**src/rtl/exec_map.svh**
```systemverilog
/*
  Offsets, field positions, reset values, opcodes and timing counts of the
  code 26..56 execution block. Assumes a 20 MHz system clock.
*/
`ifndef EXEC_MAP_SVH
`define EXEC_MAP_SVH

// bus register byte offsets
`define OFF_INSTR 8'h00
`define OFF_PROG 8'h04
`define OFF_LOWER 8'h08
`define OFF_UPPER 8'h0c
`define OFF_INDEX 8'h10
`define OFF_STATUS 8'h14

// instruction word fields
`define F_HI 17
`define F_LO 12
`define U_HI 11
`define M_HI 11
`define M_LO 6
`define ENTR_BIT 18

// status bits
`define ST_BUSY 0
`define ST_OVF 1
`define ST_CMP 2
`define ST_LOCK 3
`define ST_ILLEGAL 4

`define RST_WORD 18'h00000
`define RST_LOCK 1'b1

// base codes, even below 6'h28; odd neighbour below 6'h28 is the y+B form, except 6'h1f which adds the field to B
`define OP_DIVIDE_DOUBLE 6'h16
`define OP_INDIRECT_RETURN_JUMP 6'h18
`define OP_LOAD_INDEX 6'h1a
`define OP_DIRECT_JUMP 6'h1c
`define OP_LOAD_INDEX_CONSTANT 6'h1e
`define OP_STORE_ZERO 6'h20
`define OP_STORE_INDEX 6'h22
`define OP_STORE_LOWER_ACC 6'h24
`define OP_STORE_UPPER_ACC 6'h26
`define OP_FORMAT_TWO 6'h28
`define OP_BITWISE_OR 6'h29
`define OP_BITWISE_AND 6'h2a
`define OP_BITWISE_XOR 6'h2b
`define OP_INDIRECT_JUMP_ENABLE_IRQ 6'h2c
`define OP_INDIRECT_JUMP 6'h2d
`define OP_INDEX_COMPARE_SKIP 6'h2e
`define SUB_SKIP_OVF 6'h2a
`define SUB_SKIP_NO_OVF 6'h2b

// timing
`define CLK_PERIOD_NS 50
`define BASE_CYCLE_NS 2000
`define BASE_CYC ((`BASE_CYCLE_NS + `CLK_PERIOD_NS - 1) / `CLK_PERIOD_NS)
`define T_DIVIDE_NS 14000
`define T_RETURN_JUMP_NS 6000
`define T_MEMORY_OP_NS 4000
`define T_JUMP_NS 2000
`define N_DIVIDE (`T_DIVIDE_NS / `BASE_CYCLE_NS)
`define N_RETURN_JUMP (`T_RETURN_JUMP_NS / `BASE_CYCLE_NS)
`define N_MEMORY_OP (`T_MEMORY_OP_NS / `BASE_CYCLE_NS)
`define N_JUMP (`T_JUMP_NS / `BASE_CYCLE_NS)

`endif

```
**src/rtl/exec_pkg.sv**
```systemverilog
/*
  Types shared by the execution block and its divider.
  Assumes nothing beyond a SystemVerilog compiler.
*/
package exec_pkg;
  typedef logic [17:0] word_t;
  typedef logic [35:0] dword_t;
  typedef enum logic [2:0] {S_IDLE, S_DEC, S_REQ, S_DATA, S_DIV, S_HOLD} exec_state_t;
endpackage

```
**src/rtl/div_if.sv**
```systemverilog
/*
  Request and result of one double-length divide.
  Assumes both ends run on clk_sys.
*/
interface div_if;
  import exec_pkg::*;
  logic start;
  dword_t dividend;
  word_t divisor;
  logic done;
  logic ovf;
  word_t quot;
  word_t rem;
  modport host (output start, dividend, divisor, input done, ovf, quot, rem);
  modport unit (input start, dividend, divisor, output done, ovf, quot, rem);
endinterface

```
**src/rtl/instr_exec_codes_26_to_56.sv**
```systemverilog
/*
  Execution of function codes 26..56 of an 18-bit one's-complement machine,
  with an AHB-Lite register slave for loading and reading the machine state.
  Assumes one core storage port answering a read on the cycle after mem_req,
  on the same clock, and zero-wait single-word bus transfers.
*/
// Our own choices: the AHB-Lite slave port and the placing of the registers.
// How it works
// [RULE1] divide 36-bit A by (y); quotient to lower half, remainder to upper
// [RULE2] dividend equals quotient times divisor plus remainder; remainder takes dividend sign
// [RULE3] overflow stays set until skip-on-overflow or skip-on-no-overflow executes
// [RULE4] indexed divide uses y+B, otherwise same, fourteen microseconds
// [RULE5] program return jump stores P+1 at (y) low bits, jumps there plus one
// [RULE6] from entrance register the return jump stores P itself
// [RULE7] indexed return jump takes its save address from (y+B)
// [RULE8] index load copies all 18 bits of (y) or (y+B) into B
// [RULE9] direct jump sets P to y, indexed form to y+B, two microseconds
// [RULE10] indexed address uses full 18-bit one's-complement B, may cross banks
// [RULE11] constant load clears B then loads sign-extended 12-bit field
// [RULE12] constant modify adds sign-extended field to B in one's complement
// [RULE13] store zero writes an all-zero word to y or y+B
// [RULE14] index store writes B to y or y+B
// [RULE15] accumulator half stores write that half, source unchanged
// [RULE16] bitwise or of lower accumulator with (y)
// [RULE17] bitwise and of lower accumulator with (y)
// [RULE18] bitwise xor of lower accumulator with (y)
// [RULE19] indirect jump with enable drops lockout, P gets (y) bits 15..0
// [RULE20] plain indirect jump sets P from (y), lockout untouched
// [RULE21] index compare skip: equal skips, else B plus one and no skip
// [RULE22] code 50 is dispatched to the format II group by subfield
// [RULE23] every instruction here clears the comparison designator
// [RULE24] divide overflow when quotient does not fit; one's-complement arithmetic
// [RULE25] durations are whole base memory cycles of two microseconds
`include "exec_map.svh"
module instr_exec_codes_26_to_56 (
  input wire logic clk_sys,
  input wire logic srst,
  input wire logic hsel,
  input wire logic [31:0] haddr,
  input wire logic [1:0] htrans,
  input wire logic hwrite,
  input wire logic [2:0] hsize,
  input wire logic [31:0] hwdata,
  input wire logic hready,
  output logic hreadyout,
  output logic hresp,
  output logic [31:0] hrdata,
  output logic mem_req,
  output logic mem_we,
  output exec_pkg::word_t mem_addr,
  output exec_pkg::word_t mem_wdata,
  input exec_pkg::word_t mem_rdata,
  output logic fmt2_pulse,
  output logic [5:0] fmt2_sub,
  output logic busy,
  output logic done,
  output logic lockout
);
  import exec_pkg::*;

  function automatic word_t oc_add(word_t a, word_t b);
    logic [18:0] s;
    s = {1'b0, a} + {1'b0, b};
    // end-around carry
    return s[17:0] + {17'h00000, s[18]};
  endfunction

  function automatic word_t sx12(logic [11:0] u);
    return {{6{u[11]}}, u};
  endfunction

  exec_state_t state_reg;
  word_t ir_reg, p_reg, acc_lo_reg, acc_hi_reg, b_reg;
  logic entr_reg, ovf_reg, cmp_reg, lock_reg, illegal_reg;
  logic [8:0] tick_reg, target_reg;
  logic wr_pend_reg, done_reg, fmt2_pulse_reg;
  logic [7:0] wr_addr_reg, rd_addr_reg;
  logic [5:0] fmt2_sub_reg;
  logic mem_req_reg, mem_we_reg;
  word_t mem_addr_reg, mem_wdata_reg;

  div_if dv ();
  ones_divider u_div (
    .clk_sys(clk_sys),
    .srst(srst),
    .dv(dv)
  );

  // bus slave: zero wait, always OKAY
  logic acc, idle, w_instr, w_prog, w_lower, w_upper, w_index, w_status;
  assign acc = hsel & htrans[1] & hready;
  assign idle = (state_reg == S_IDLE);
  assign w_instr = wr_pend_reg && wr_addr_reg == `OFF_INSTR;
  assign w_prog = wr_pend_reg && wr_addr_reg == `OFF_PROG && idle;
  assign w_lower = wr_pend_reg && wr_addr_reg == `OFF_LOWER && idle;
  assign w_upper = wr_pend_reg && wr_addr_reg == `OFF_UPPER && idle;
  assign w_index = wr_pend_reg && wr_addr_reg == `OFF_INDEX && idle;
  assign w_status = wr_pend_reg && wr_addr_reg == `OFF_STATUS;

  always_ff @(posedge clk_sys) begin
    if (srst) begin
      wr_pend_reg <= 1'b0;
      wr_addr_reg <= 8'h00;
      rd_addr_reg <= 8'hff;
    end else begin
      wr_pend_reg <= acc & hwrite;
      if (acc) begin
        wr_addr_reg <= haddr[7:0];
        rd_addr_reg <= hwrite ? 8'hff : haddr[7:0];
      end
    end
  end

  always_comb begin
    case (rd_addr_reg)
      `OFF_INSTR: hrdata = {13'h0000, entr_reg, ir_reg};
      `OFF_PROG: hrdata = {14'h0000, p_reg};
      `OFF_LOWER: hrdata = {14'h0000, acc_lo_reg};
      `OFF_UPPER: hrdata = {14'h0000, acc_hi_reg};
      `OFF_INDEX: hrdata = {14'h0000, b_reg};
      `OFF_STATUS: hrdata = {27'h0000000, illegal_reg, lock_reg, cmp_reg, ovf_reg, ~idle};
      default: hrdata = 32'h00000000;
    endcase
  end
  assign hreadyout = 1'b1;
  assign hresp = 1'b0;

  // decode
  logic [5:0] f, op;
  logic [11:0] u;
  word_t y, ea, st_data, tgt;
  logic idx, rd_op, wr_op, legal, in_dec, in_data, in_div, rd_eq, t_end;
  logic [2:0] n_base;
  assign f = ir_reg[`F_HI:`F_LO];
  assign u = ir_reg[`U_HI:0];
  assign y = {6'h00, u};
  assign op = (f < `OP_FORMAT_TWO) ? {f[5:1], 1'b0} : f;
  assign idx = f[0] && f < `OP_FORMAT_TWO && op != `OP_LOAD_INDEX_CONSTANT;
  assign ea = idx ? oc_add(y, b_reg) : y; // RULE10
  assign tgt = {2'b00, mem_rdata[15:0]};
  assign rd_eq = (mem_rdata == b_reg);
  assign in_dec = (state_reg == S_DEC);
  assign in_data = (state_reg == S_DATA);
  assign in_div = (state_reg == S_DIV);
  assign t_end = (tick_reg >= target_reg - 9'h001);

  always_comb begin
    rd_op = 1'b0;
    wr_op = 1'b0;
    legal = 1'b1;
    st_data = `RST_WORD;
    n_base = 3'(`N_MEMORY_OP);
    case (op)
      `OP_DIVIDE_DOUBLE: begin
        rd_op = 1'b1;
        n_base = 3'(`N_DIVIDE); // RULE4 RULE25
      end
      `OP_INDIRECT_RETURN_JUMP: begin
        rd_op = 1'b1;
        n_base = 3'(`N_RETURN_JUMP); // RULE25
      end
      `OP_LOAD_INDEX, `OP_BITWISE_OR, `OP_BITWISE_AND, `OP_BITWISE_XOR,
      `OP_INDIRECT_JUMP_ENABLE_IRQ, `OP_INDIRECT_JUMP, `OP_INDEX_COMPARE_SKIP: rd_op = 1'b1;
      `OP_DIRECT_JUMP, `OP_LOAD_INDEX_CONSTANT, `OP_FORMAT_TWO: n_base = 3'(`N_JUMP);
      `OP_STORE_ZERO: wr_op = 1'b1; // RULE13
      `OP_STORE_INDEX: begin
        wr_op = 1'b1;
        st_data = b_reg; // RULE14
      end
      `OP_STORE_LOWER_ACC: begin
        wr_op = 1'b1;
        st_data = acc_lo_reg; // RULE15
      end
      `OP_STORE_UPPER_ACC: begin
        wr_op = 1'b1;
        st_data = acc_hi_reg; // RULE15
      end
      default: begin
        legal = 1'b0;
        n_base = 3'(`N_JUMP);
      end
    endcase
  end

  // sequencer
  always_ff @(posedge clk_sys) begin
    if (srst) begin
      state_reg <= S_IDLE;
    end else begin
      case (state_reg)
        S_IDLE: if (w_instr) state_reg <= S_DEC;
        S_DEC: state_reg <= (rd_op | wr_op) ? S_REQ : S_HOLD;
        S_REQ: state_reg <= mem_we_reg ? S_HOLD : S_DATA;
        S_DATA: begin
          if (op == `OP_DIVIDE_DOUBLE) state_reg <= S_DIV;
          else if (op == `OP_INDIRECT_RETURN_JUMP) state_reg <= S_REQ;
          else state_reg <= S_HOLD;
        end
        S_DIV: if (dv.done) state_reg <= S_HOLD;
        S_HOLD: if (t_end) state_reg <= S_IDLE;
        default: state_reg <= S_IDLE;
      endcase
    end
  end

  // duration: busy for n_base base cycles counted from decode
  always_ff @(posedge clk_sys) begin
    if (srst) begin
      tick_reg <= 9'h000;
      target_reg <= 9'h001;
      done_reg <= 1'b0;
    end else begin
      tick_reg <= idle ? 9'h000 : tick_reg + 9'h001;
      if (in_dec) target_reg <= 9'(n_base * `BASE_CYC); // RULE25
      done_reg <= (state_reg == S_HOLD) && t_end;
    end
  end

  always_ff @(posedge clk_sys) begin
    if (srst) begin
      ir_reg <= `RST_WORD;
      entr_reg <= 1'b0;
    end else if (w_instr && idle) begin
      ir_reg <= hwdata[17:0];
      entr_reg <= hwdata[`ENTR_BIT];
    end
  end

  // storage port
  always_ff @(posedge clk_sys) begin
    if (srst) begin
      mem_req_reg <= 1'b0;
      mem_we_reg <= 1'b0;
      mem_addr_reg <= `RST_WORD;
      mem_wdata_reg <= `RST_WORD;
    end else begin
      mem_req_reg <= 1'b0;
      if (in_dec && (rd_op || wr_op)) begin
        mem_req_reg <= 1'b1;
        mem_we_reg <= wr_op;
        mem_addr_reg <= ea; // RULE13 RULE14 RULE15
        mem_wdata_reg <= st_data;
      end else if (in_data && op == `OP_INDIRECT_RETURN_JUMP) begin
        mem_req_reg <= 1'b1;
        mem_we_reg <= 1'b1;
        mem_addr_reg <= tgt; // RULE7
        mem_wdata_reg <= entr_reg ? p_reg : p_reg + 18'h00001; // RULE5 RULE6
      end
    end
  end

  // program address
  always_ff @(posedge clk_sys) begin
    if (srst) begin
      p_reg <= `RST_WORD;
    end else if (w_prog) begin
      p_reg <= hwdata[17:0];
    end else if (in_dec) begin
      if (op == `OP_DIRECT_JUMP) p_reg <= ea; // RULE9
      else if (op == `OP_LOAD_INDEX_CONSTANT || wr_op || !legal) p_reg <= p_reg + 18'h00001;
    end else if (in_data) begin
      case (op)
        `OP_INDIRECT_RETURN_JUMP: p_reg <= tgt + 18'h00001; // RULE5
        `OP_INDIRECT_JUMP_ENABLE_IRQ, `OP_INDIRECT_JUMP: p_reg <= tgt; // RULE19 RULE20
        `OP_INDEX_COMPARE_SKIP: p_reg <= p_reg + (rd_eq ? 18'h00002 : 18'h00001); // RULE21
        `OP_DIVIDE_DOUBLE: p_reg <= p_reg;
        default: p_reg <= p_reg + 18'h00001;
      endcase
    end else if (in_div && dv.done) begin
      p_reg <= p_reg + 18'h00001;
    end
  end

  // accumulator; overflow leaves A as it was
  assign dv.start = in_data && op == `OP_DIVIDE_DOUBLE; // RULE1 RULE4
  assign dv.dividend = {acc_hi_reg, acc_lo_reg};
  assign dv.divisor = mem_rdata;

  always_ff @(posedge clk_sys) begin
    if (srst) begin
      acc_lo_reg <= `RST_WORD;
      acc_hi_reg <= `RST_WORD;
    end else begin
      if (w_lower) acc_lo_reg <= hwdata[17:0];
      if (w_upper) acc_hi_reg <= hwdata[17:0];
      if (in_data) begin
        case (op)
          `OP_BITWISE_OR: acc_lo_reg <= acc_lo_reg | mem_rdata; // RULE16
          `OP_BITWISE_AND: acc_lo_reg <= acc_lo_reg & mem_rdata; // RULE17
          `OP_BITWISE_XOR: acc_lo_reg <= acc_lo_reg ^ mem_rdata; // RULE18
          default: acc_lo_reg <= acc_lo_reg;
        endcase
      end
      if (in_div && dv.done && !dv.ovf) begin
        acc_lo_reg <= dv.quot; // RULE1
        acc_hi_reg <= dv.rem; // RULE1 RULE2
      end
    end
  end

  // index register
  always_ff @(posedge clk_sys) begin
    if (srst) begin
      b_reg <= `RST_WORD;
    end else if (w_index) begin
      b_reg <= hwdata[17:0];
    end else if (in_dec && op == `OP_LOAD_INDEX_CONSTANT) begin
      b_reg <= f[0] ? oc_add(b_reg, sx12(u)) : sx12(u); // RULE11 RULE12
    end else if (in_data && op == `OP_LOAD_INDEX) begin
      b_reg <= mem_rdata; // RULE8
    end else if (in_data && op == `OP_INDEX_COMPARE_SKIP && !rd_eq) begin
      b_reg <= oc_add(b_reg, 18'h00001); // RULE21
    end
  end

  // designators
  logic ovf_set, ovf_clr;
  assign ovf_set = (in_div && dv.done && dv.ovf) || (w_status && hwdata[`ST_OVF]);
  assign ovf_clr = in_dec && op == `OP_FORMAT_TWO &&
    (u[`M_HI:`M_LO] == `SUB_SKIP_OVF || u[`M_HI:`M_LO] == `SUB_SKIP_NO_OVF);

  always_ff @(posedge clk_sys) begin
    if (srst) begin
      ovf_reg <= 1'b0;
      cmp_reg <= 1'b0;
      lock_reg <= `RST_LOCK;
      illegal_reg <= 1'b0;
      fmt2_pulse_reg <= 1'b0;
      fmt2_sub_reg <= 6'h00;
    end else begin
      // a set in the same cycle as the clear wins
      ovf_reg <= ovf_set | (ovf_reg & ~ovf_clr); // RULE3 RULE24
      if (in_dec) cmp_reg <= 1'b0; // RULE23
      else if (w_status) cmp_reg <= hwdata[`ST_CMP];
      if (in_data && op == `OP_INDIRECT_JUMP_ENABLE_IRQ) lock_reg <= 1'b0; // RULE19
      else if (w_status) lock_reg <= hwdata[`ST_LOCK];
      if (in_dec) illegal_reg <= ~legal;
      fmt2_pulse_reg <= in_dec && op == `OP_FORMAT_TWO; // RULE22
      if (in_dec && op == `OP_FORMAT_TWO) fmt2_sub_reg <= u[`M_HI:`M_LO]; // RULE22
    end
  end

  assign mem_req = mem_req_reg;
  assign mem_we = mem_we_reg;
  assign mem_addr = mem_addr_reg;
  assign mem_wdata = mem_wdata_reg;
  assign fmt2_pulse = fmt2_pulse_reg;
  assign fmt2_sub = fmt2_sub_reg;
  assign busy = ~idle;
  assign done = done_reg;
  assign lockout = lock_reg;
endmodule // instr_exec_codes_26_to_56

```
**src/rtl/ones_divider.sv**
```systemverilog
/*
  One's-complement 36 by 18 bit divider, sign-magnitude restoring, one
  quotient bit per cycle. Assumes start is a one-cycle pulse while idle.
*/
module ones_divider (
  input wire logic clk_sys,
  input wire logic srst,
  div_if.unit dv
);
  import exec_pkg::*;

  logic run_reg;
  logic [4:0] cnt_reg;
  logic [17:0] rem_reg;
  logic [16:0] low_reg;
  logic [16:0] q_reg;
  logic [16:0] dmag_reg;
  logic dneg_reg;
  logic qneg_reg;
  logic done_reg;
  logic ovf_reg;
  dword_t mag;
  logic [16:0] dmag;
  logic [17:0] trial;

  // magnitudes: one's-complement negation is plain inversion
  assign mag = dv.dividend[35] ? ~dv.dividend : dv.dividend;
  assign dmag = dv.divisor[17] ? ~dv.divisor[16:0] : dv.divisor[16:0];
  assign trial = {rem_reg[16:0], low_reg[16]};

  always_ff @(posedge clk_sys) begin
    if (srst) begin
      run_reg <= 1'b0;
      done_reg <= 1'b0;
      ovf_reg <= 1'b0;
      cnt_reg <= 5'h00;
      rem_reg <= 18'h00000;
      low_reg <= 17'h00000;
      q_reg <= 17'h00000;
      dmag_reg <= 17'h00000;
      dneg_reg <= 1'b0;
      qneg_reg <= 1'b0;
    end else begin
      done_reg <= 1'b0;
      if (dv.start) begin
        dneg_reg <= dv.dividend[35];
        qneg_reg <= dv.dividend[35] ^ dv.divisor[17];
        dmag_reg <= dmag;
        rem_reg <= mag[34:17];
        low_reg <= mag[16:0];
        q_reg <= 17'h00000;
        cnt_reg <= 5'h00;
        // quotient must fit 17 magnitude bits; zero divisor never fits
        if (dmag == 17'h00000 || mag[34:17] >= {1'b0, dmag}) begin
          ovf_reg <= 1'b1; // RULE24
          done_reg <= 1'b1;
        end else begin
          ovf_reg <= 1'b0;
          run_reg <= 1'b1;
        end
      end else if (run_reg) begin
        if (trial >= {1'b0, dmag_reg}) begin
          rem_reg <= trial - {1'b0, dmag_reg};
          q_reg <= {q_reg[15:0], 1'b1};
        end else begin
          rem_reg <= trial;
          q_reg <= {q_reg[15:0], 1'b0};
        end
        low_reg <= {low_reg[15:0], 1'b0};
        cnt_reg <= cnt_reg + 5'h01;
        if (cnt_reg == 5'h10) begin
          run_reg <= 1'b0;
          done_reg <= 1'b1;
        end
      end
    end
  end

  // quotient signed by the sign rule, remainder always by the dividend
  assign dv.quot = qneg_reg ? ~{1'b0, q_reg} : {1'b0, q_reg}; // RULE2
  assign dv.rem = dneg_reg ? ~rem_reg : rem_reg; // RULE2
  assign dv.done = done_reg;
  assign dv.ovf = ovf_reg;
endmodule // ones_divider

```
**config.mk**
```make
export PLATFORM = sky130hd
export DESIGN_NAME = instr_exec_codes_26_to_56
export DESIGN_NICKNAME = d
export VERILOG_FILES = /design/src/rtl/exec_pkg.sv /design/src/rtl/div_if.sv /design/src/rtl/instr_exec_codes_26_to_56.sv /design/src/rtl/ones_divider.sv
export VERILOG_INCLUDE_DIRS = /design/src /design/src/rtl
export SDC_FILE = /design/constraint.sdc
export NUM_CORES = 1
export LEC_CHECK = 0
export ABC_AREA = 1
export BUFFER_PORTS_ARGS = -buffer_cell sky130_fd_sc_hd__buf_4
export CORE_ASPECT_RATIO = 1.2
export CORE_MARGIN = 2
export CORE_UTILIZATION = 55
export CTS_BUF_LIST = sky130_fd_sc_hd__clkbuf_4 sky130_fd_sc_hd__clkbuf_8
export DETAILED_ROUTE_END_ITERATION = 8
export PLACE_DENSITY = 0.74
export RECOVER_POWER = 50
export SYNTH_ARGS = -nofsm -noshare
export SYNTH_HDL_FRONTEND = slang
export SYNTH_HIERARCHICAL = 1
export SYNTH_SLANG_ARGS = --single-unit
```
**constraint.sdc**
```tcl
create_clock -name clk_sys -period 4.2 [get_ports clk_sys]
set_clock_uncertainty 0.15 [all_clocks]
set_input_delay 0.84 -clock clk_sys [delete_from_list [all_inputs] [get_ports clk_sys]]
set_output_delay 0.84 -clock clk_sys [all_outputs]
set_load 0.005 [all_outputs]
```
# After elaboration in Yosys (flattened, before gate mapping)
# Index checks and enable logic that the tools add are counted.
[op_classes]
add_sub_neg = 13
bitwise_logic = 17
multipliers = 1
magnitude_cmp = 4
eq_ne = 43
n_mux = 65
reduce_logical = 59
[op_table]
columns = ["op", "count"]
rows = [
  ["18-bit two-way mux", 27],
  ["19-bit one-hot mux with 6 select lines", 1],
  ["18-bit one-hot mux with 3 select lines", 2],
  ["6-bit == test (second input constant)", 13],
  ["18-bit one-hot mux with 4 select lines", 1],
  ["18-bit by 1-bit adder with 18-bit output", 3],
  ["17-bit two-way mux", 3],
  ["18-bit by 17-bit greater-or-equal comparator with 1-bit output", 2],
  ["35-bit two-way mux", 1],
  ["35-bit inverter", 1],
  ["8-bit by 4-bit == test with 1-bit output (second input constant)", 4],
  ["8-bit by 5-bit == test with 1-bit output (second input constant)", 4],
  ["6-bit by 5-bit == test with 1-bit output (second input constant)", 5],
  ["1-bit logical AND", 28],
  ["3-bit two-way mux", 7],
  ["12-bit by 18-bit adder with 19-bit output", 1],
  ["18-bit by 1-bit adder with 19-bit output (second input constant)", 1],
  ["18-bit by 18-bit adder with 19-bit output", 1],
  ["1-bit two-way mux", 19],
  ["18-bit by 1-bit adder with 18-bit output (second input constant)", 1],
  ["18-bit by 2-bit adder with 18-bit output", 1],
  ["18-bit AND", 1],
  ["18-bit == test", 1],
  ["17-bit inverter with 18-bit output", 1],
  ["other kinds (46)", 73],
]
[word_totals]
ff_bits = 256

# Depth between registers and ports, before layout
[depth]
depth_word = 11
mapped_depth = 27

# Modules after synthesis
# Netlist, hierarchy kept.
[modules_own_cells]
columns = ["module", "instances", "area_each_um2", "seq_area_each_um2", "cells_per_inst"]
rows = [
  ["instr_exec_codes_26_to_56", 1, 15357.2, 3523.4, 2523],
  ["ones_divider", 1, 6045.8, 1581.5, 868],
]

# Worst setup path after synthesis
# Ideal clock, no wire load.
[synth_path]
path_kind = "flip-flop to flip-flop"
startpoint = "register b_reg[0]"
endpoint = "register b_reg[12]"
t_required_ns = 3.936
setup_slack_ns = 0.713
stages_incl_launch_ff = 28
arrival_time_ns = 3.224
cell_sequence = "dfxtp_1 ha_1 inv_1 fa_1 inv_1 nand3_1 nand2_1 nand2_1 nand2_1 nand3b_1 nand2_1 a21oi_1 o21bai_1 ha_1 ha_1 inv_1 nor2_2 nand2_1 nor2_1 nand2_1 nor2_1 inv_1 nor2_1 o21ai_0 nand2_1 nand2_1 o21bai_1 inv_1"
[synth_via]
elab_chain_len = 6
[synth_rtl]
columns = ["item", "line_no", "text"]
rows = [
  ["start: declaration", "instr_exec_codes_26_to_56.sv:73", "word_t ir_reg, p_reg, acc_lo_reg, acc_hi_reg, b_reg;"],
  ["start signal: assignment", "instr_exec_codes_26_to_56.sv:304", "b_reg <= `RST_WORD;"],
  ["start signal: assignment", "instr_exec_codes_26_to_56.sv:306", "b_reg <= hwdata[17:0];"],
  ["start signal: assignment", "instr_exec_codes_26_to_56.sv:308", "b_reg <= f[0] ? oc_add(b_reg, sx12(u)) : sx12(u);"],
  ["18-bit by 1-bit adder with 19-bit output", "instr_exec_codes_26_to_56.sv:63", "s = {1'b0, a} + {1'b0, b};"],
  ["18-bit by 1-bit adder with 18-bit output", "instr_exec_codes_26_to_56.sv:65", "return s[17:0] + {17'h00000, s[18]};"],
  ["18-bit two-way mux", "instr_exec_codes_26_to_56.sv:311", "end else if (in_data && op == `OP_INDEX_COMPARE_SKIP && !rd_eq) begin"],
  ["18-bit two-way mux", "instr_exec_codes_26_to_56.sv:309", "end else if (in_data && op == `OP_LOAD_INDEX) begin"],
  ["18-bit two-way mux", "instr_exec_codes_26_to_56.sv:307", "end else if (in_dec && op == `OP_LOAD_INDEX_CONSTANT) begin"],
  ["18-bit two-way mux", "instr_exec_codes_26_to_56.sv:305", "end else if (w_index) begin"],
]
# Several ways; a longest one is shown, not always the timed one. The select of a mux whose other input is x is not followed.
# A chain may end at the register's enable or synchronous reset.

# Final worst setup path
[layout_path]
startpoint = "register ir_reg[17]"
endpoint = "register u_div.rem_reg[11]"
[layout_via]
elab_chain_len = 5
[layout_rtl]
columns = ["item", "line_no", "text"]
rows = [
  ["start: declaration", "instr_exec_codes_26_to_56.sv:73", ""],
  ["start signal: assignment", "instr_exec_codes_26_to_56.sv:221", "ir_reg <= `RST_WORD;"],
  ["start signal: assignment", "instr_exec_codes_26_to_56.sv:224", "ir_reg <= hwdata[17:0];"],
  ["6-bit less-than comparator (no line)", "-", ""],
  ["1-bit two-way mux", "instr_exec_codes_26_to_56.sv:137", "assign op = (f < `OP_FORMAT_TWO) ? {f[5:1], 1'b0} : f;"],
  ["6-bit by 5-bit == test with 1-bit output (*)", "-", ""],
  ["1-bit logical AND (no line) (*)", "-", ""],
  ["via dv.start", "div_if.sv:7", "logic start;"],
  ["18-bit two-way mux or 2-bit nonzero test (tied branches)", "-", ""],
  ["end signal: assignment", "ones_divider.sv:49", "rem_reg <= mag[34:17];"],
  ["end signal: assignment", "ones_divider.sv:63", "rem_reg <= trial - {1'b0, dmag_reg};"],
  ["end signal: assignment", "ones_divider.sv:66", "rem_reg <= trial;"],
  ["end: declaration", "ones_divider.sv:14", "logic [17:0] rem_reg;"],
]
# The timed path passes the listed nets; every way through them passes the cells marked *.

==> results.sh <==
export IMPL_status="complete, but fails checks"
export IMPL_violations="max-capacitance violations, max-slew violations"
export IMPL_grt_first_pass_wirelength_um=140100
export IMPL_relSlewSlack=-0.05775
export IMPL_crit_arrival_ps=4460
export IMPL_dr_wl_met3_um=12300
export IMPL_die_h_um=220.1
export IMPL_avgViaCountPerCell=6.239
export IMPL_fp_row_count=79
export IMPL_dpl_cell_area_um2=23160
export IMPL_yosysSeqAreaShare=0.2385
export IMPL_die_x_um=184.1
export IMPL_crit_type="reg -> reg"
export IMPL_yosysWarningCount=6
export IMPL_drt_pass1_iter_count=7
export IMPL_vias=25343
export IMPL_final_core_util=0.6289
export IMPL_synth_cells=3391
export IMPL_syn_avg_cell_area_um2=6.312
export IMPL_start_util=0.5552
export IMPL_grt_max_degree=59
export IMPL_die_area_um2=40520
export IMPL_hp_class="in -> reg"
export IMPL_min_from="hwrite"
export IMPL_p_per_area_nw_per_um2=266.5
export IMPL_avgRoutedWirePerCell_um=23.64
export IMPL_endpoint_kind="flop"
export IMPL_io_pins=174
export IMPL_place_gp_congestion=1.128
export IMPL_irDropWorstVdd_mv=0.3223
export IMPL_htreeDepth=2
export IMPL_ys_seq_elements=255
export IMPL_coreArea_um2=38550
export IMPL_cts_sinks=255
export IMPL_yosys_top_cells_area="dfxtp_1 (24%), nand2_1 (14%), inv_1 (7.8%)"
export IMPL_leakagePower_nw=10.66
export IMPL_syn_cell_area_um2=21400
export IMPL_overflow=0
export IMPL_cts_buffer_depth=3
export IMPL_ys_types=60
export IMPL_final_cell_area_um2=24240
export IMPL_tightest_slew_ps=1587
export IMPL_crit_start="ir_reg[17]"
export IMPL_routed_top_layer="met5"
export IMPL_cts_reportedPaths_clkPinSlew_ps=60
export IMPL_antenna_left=0
export IMPL_fmax_mhz=246.7
export IMPL_final_common_cell="nand2_1"
export IMPL_final_hold_violation_count=0
export IMPL_post_route_drc_count=0
export IMPL_dr_first_iter_drc_count=3315
export IMPL_syn_to_final_growth_pct=13.27
export IMPL_hpwl_um=74840
export IMPL_numCtsBuffers=45
export IMPL_tritoncts="yes"
export IMPL_fin_crit_sh=0.9651
export IMPL_nets=3746
export IMPL_cap_viol_max_count=3
export IMPL_antenna_found_initial=1
export IMPL_cts_root_buffer="clkbuf_8"
export IMPL_netlist_area_leader_share=0.2385
export IMPL_grt_total_usage=0.4622
export IMPL_drt_met1_wl_um=34270
export IMPL_required_ps=4600
export IMPL_regToRegStartpoint="ir_reg[17]"
export IMPL_slew_violations=118
export IMPL_wirelength_um=96020
export IMPL_startpoint_type="flop"
export IMPL_mostFrequentLayoutCells="nand2_1 (817), inv_1 (449), nor2_1 (262)"
export IMPL_drive_above_1_share=0.1237
export IMPL_wl_met2_um=40620
export IMPL_insertion_delay_ps=640
export IMPL_critPathMaxFanout=31
export IMPL_holdWs_ps=285.7
export IMPL_grt_pass1_vias=23021
export IMPL_yosysTopAreaCell="dfxtp_1"
export IMPL_io_buffers=117
export IMPL_final_setup_viol_count=0
export IMPL_final_min_clock_period_ps=4054
path summary, 6_finish.rpt:
kind / slack, ps / end / cells past startpoint
setup reg to reg: 150 / u_div/rem_reg[11] / 12
hold reg to reg: 310 / mem_addr[16] / 2
setup / recovery: 150 / u_div/rem_reg[11] / 12
hold / removal: 290 / wr_pend_reg / 3
routing by layer:
| layer | vias up | global-route usage |
|---|---|---|
| li1 | 11542 | - |
| met1 | 11527 | 0.5594 |
| met2 | 1814 | 0.7148 |
| met3 | 458 | 0.1086 |
| met4 | 2 | 0.3419 |
| met5 | - | 0 |
where the power goes:
part           leakage (nW)  switching (mW)  total, mW  internal [mW]
Combinational          8.02           0.693      0.982          0.290
Sequential             2.06          0.0739       2.55           2.47
Clock                 0.585            1.18       2.93           1.75
worst max-delay path, cell delays in order, from the launching register on:
cell      delay, ps
dfxtp_1         470
inv_1           130
nor2_1          240
nand2_1         250
nand2_1         160
inv_1           110
nand3_1         190
nor2_1          120
buf_4           280
nor2_1          200
clkbuf_1       1170
nand3_2         270
a21oi_2         190
cell type report:
type	count	area, um2
antenna	2	5.005
sequential	255	5107
multi-input combinational	2509	13760
clock inverter	17	275.3
fill	3653	14310
timing repair buffer	254	1851
clock buffer	65	857.1
tap	486	608.1
inverter	474	1779
timing repair:
item / in CTS / in global routing
hold buffers: 0 / 0
setup endpoints to repair: 0 / 17
gates resized for setup: 0 / 12
setup buffers: 0 / 5
synthesized netlist by cell type, drive strengths merged:
| library cell | number |
|---|---|
| a21o | 1 |
| o21bai | 7 |
| xor2 | 112 |
| nand2 | 846 |
| a32o | 1 |
| a41oi | 2 |
| nor3 | 73 |
| buf | 62 |
| clkbuf | 104 |
| a31oi | 56 |
| nand4 | 42 |
| conb | 2 |
| o22ai | 58 |
| o21ai | 212 |
| nor4 | 10 |
| o21a | 5 |
| a22oi | 1 |
| ha | 112 |
| a311oi | 2 |
| nor3b | 3 |
| a221oi | 3 |
| nor2 | 272 |
| dfxtp | 255 |
| o2111ai | 24 |
| or2 | 13 |
| o32ai | 3 |
| o221ai | 38 |
| o211ai | 62 |
| inv | 464 |
| a21oi | 236 |
| o311ai | 1 |
| clkinv | 10 |
| nand3 | 231 |
| and2 | 4 |
| a211oi | 18 |
| fa | 3 |
| nand3b | 13 |
| xnor2 | 30 |
stage by stage:
stage                     setup WS [ps]  power [mW]  cells  setup TNS [ps]
after global placement            254.7       3.511   3973               0
after global routing             -21.90       6.622   4060          -21.90
after CTS                         62.08       6.404   4055               0
after floorplan                   712.7       3.133   3404               0
final                             146.4       6.461   4062               0
after detailed placement          259.2       3.528   3973               0
cell families after synthesis:
| logic type | after synthesis | synth area share |
|---|---|---|
| XOR/XNOR | 142 | 0.05811 |
| AO/OA/AOI/OAI | 730 | 0.2044 |
| buffers and inverters | 640 | 0.1216 |
| other | 2 | 0.0003509 |
| flip-flops | 255 | 0.2385 |
| adder cells (fa/ha/maj) | 115 | 0.06828 |
| AND/OR/NAND/NOR | 1507 | 0.3088 |
Power figures use the tool's default switching activity.
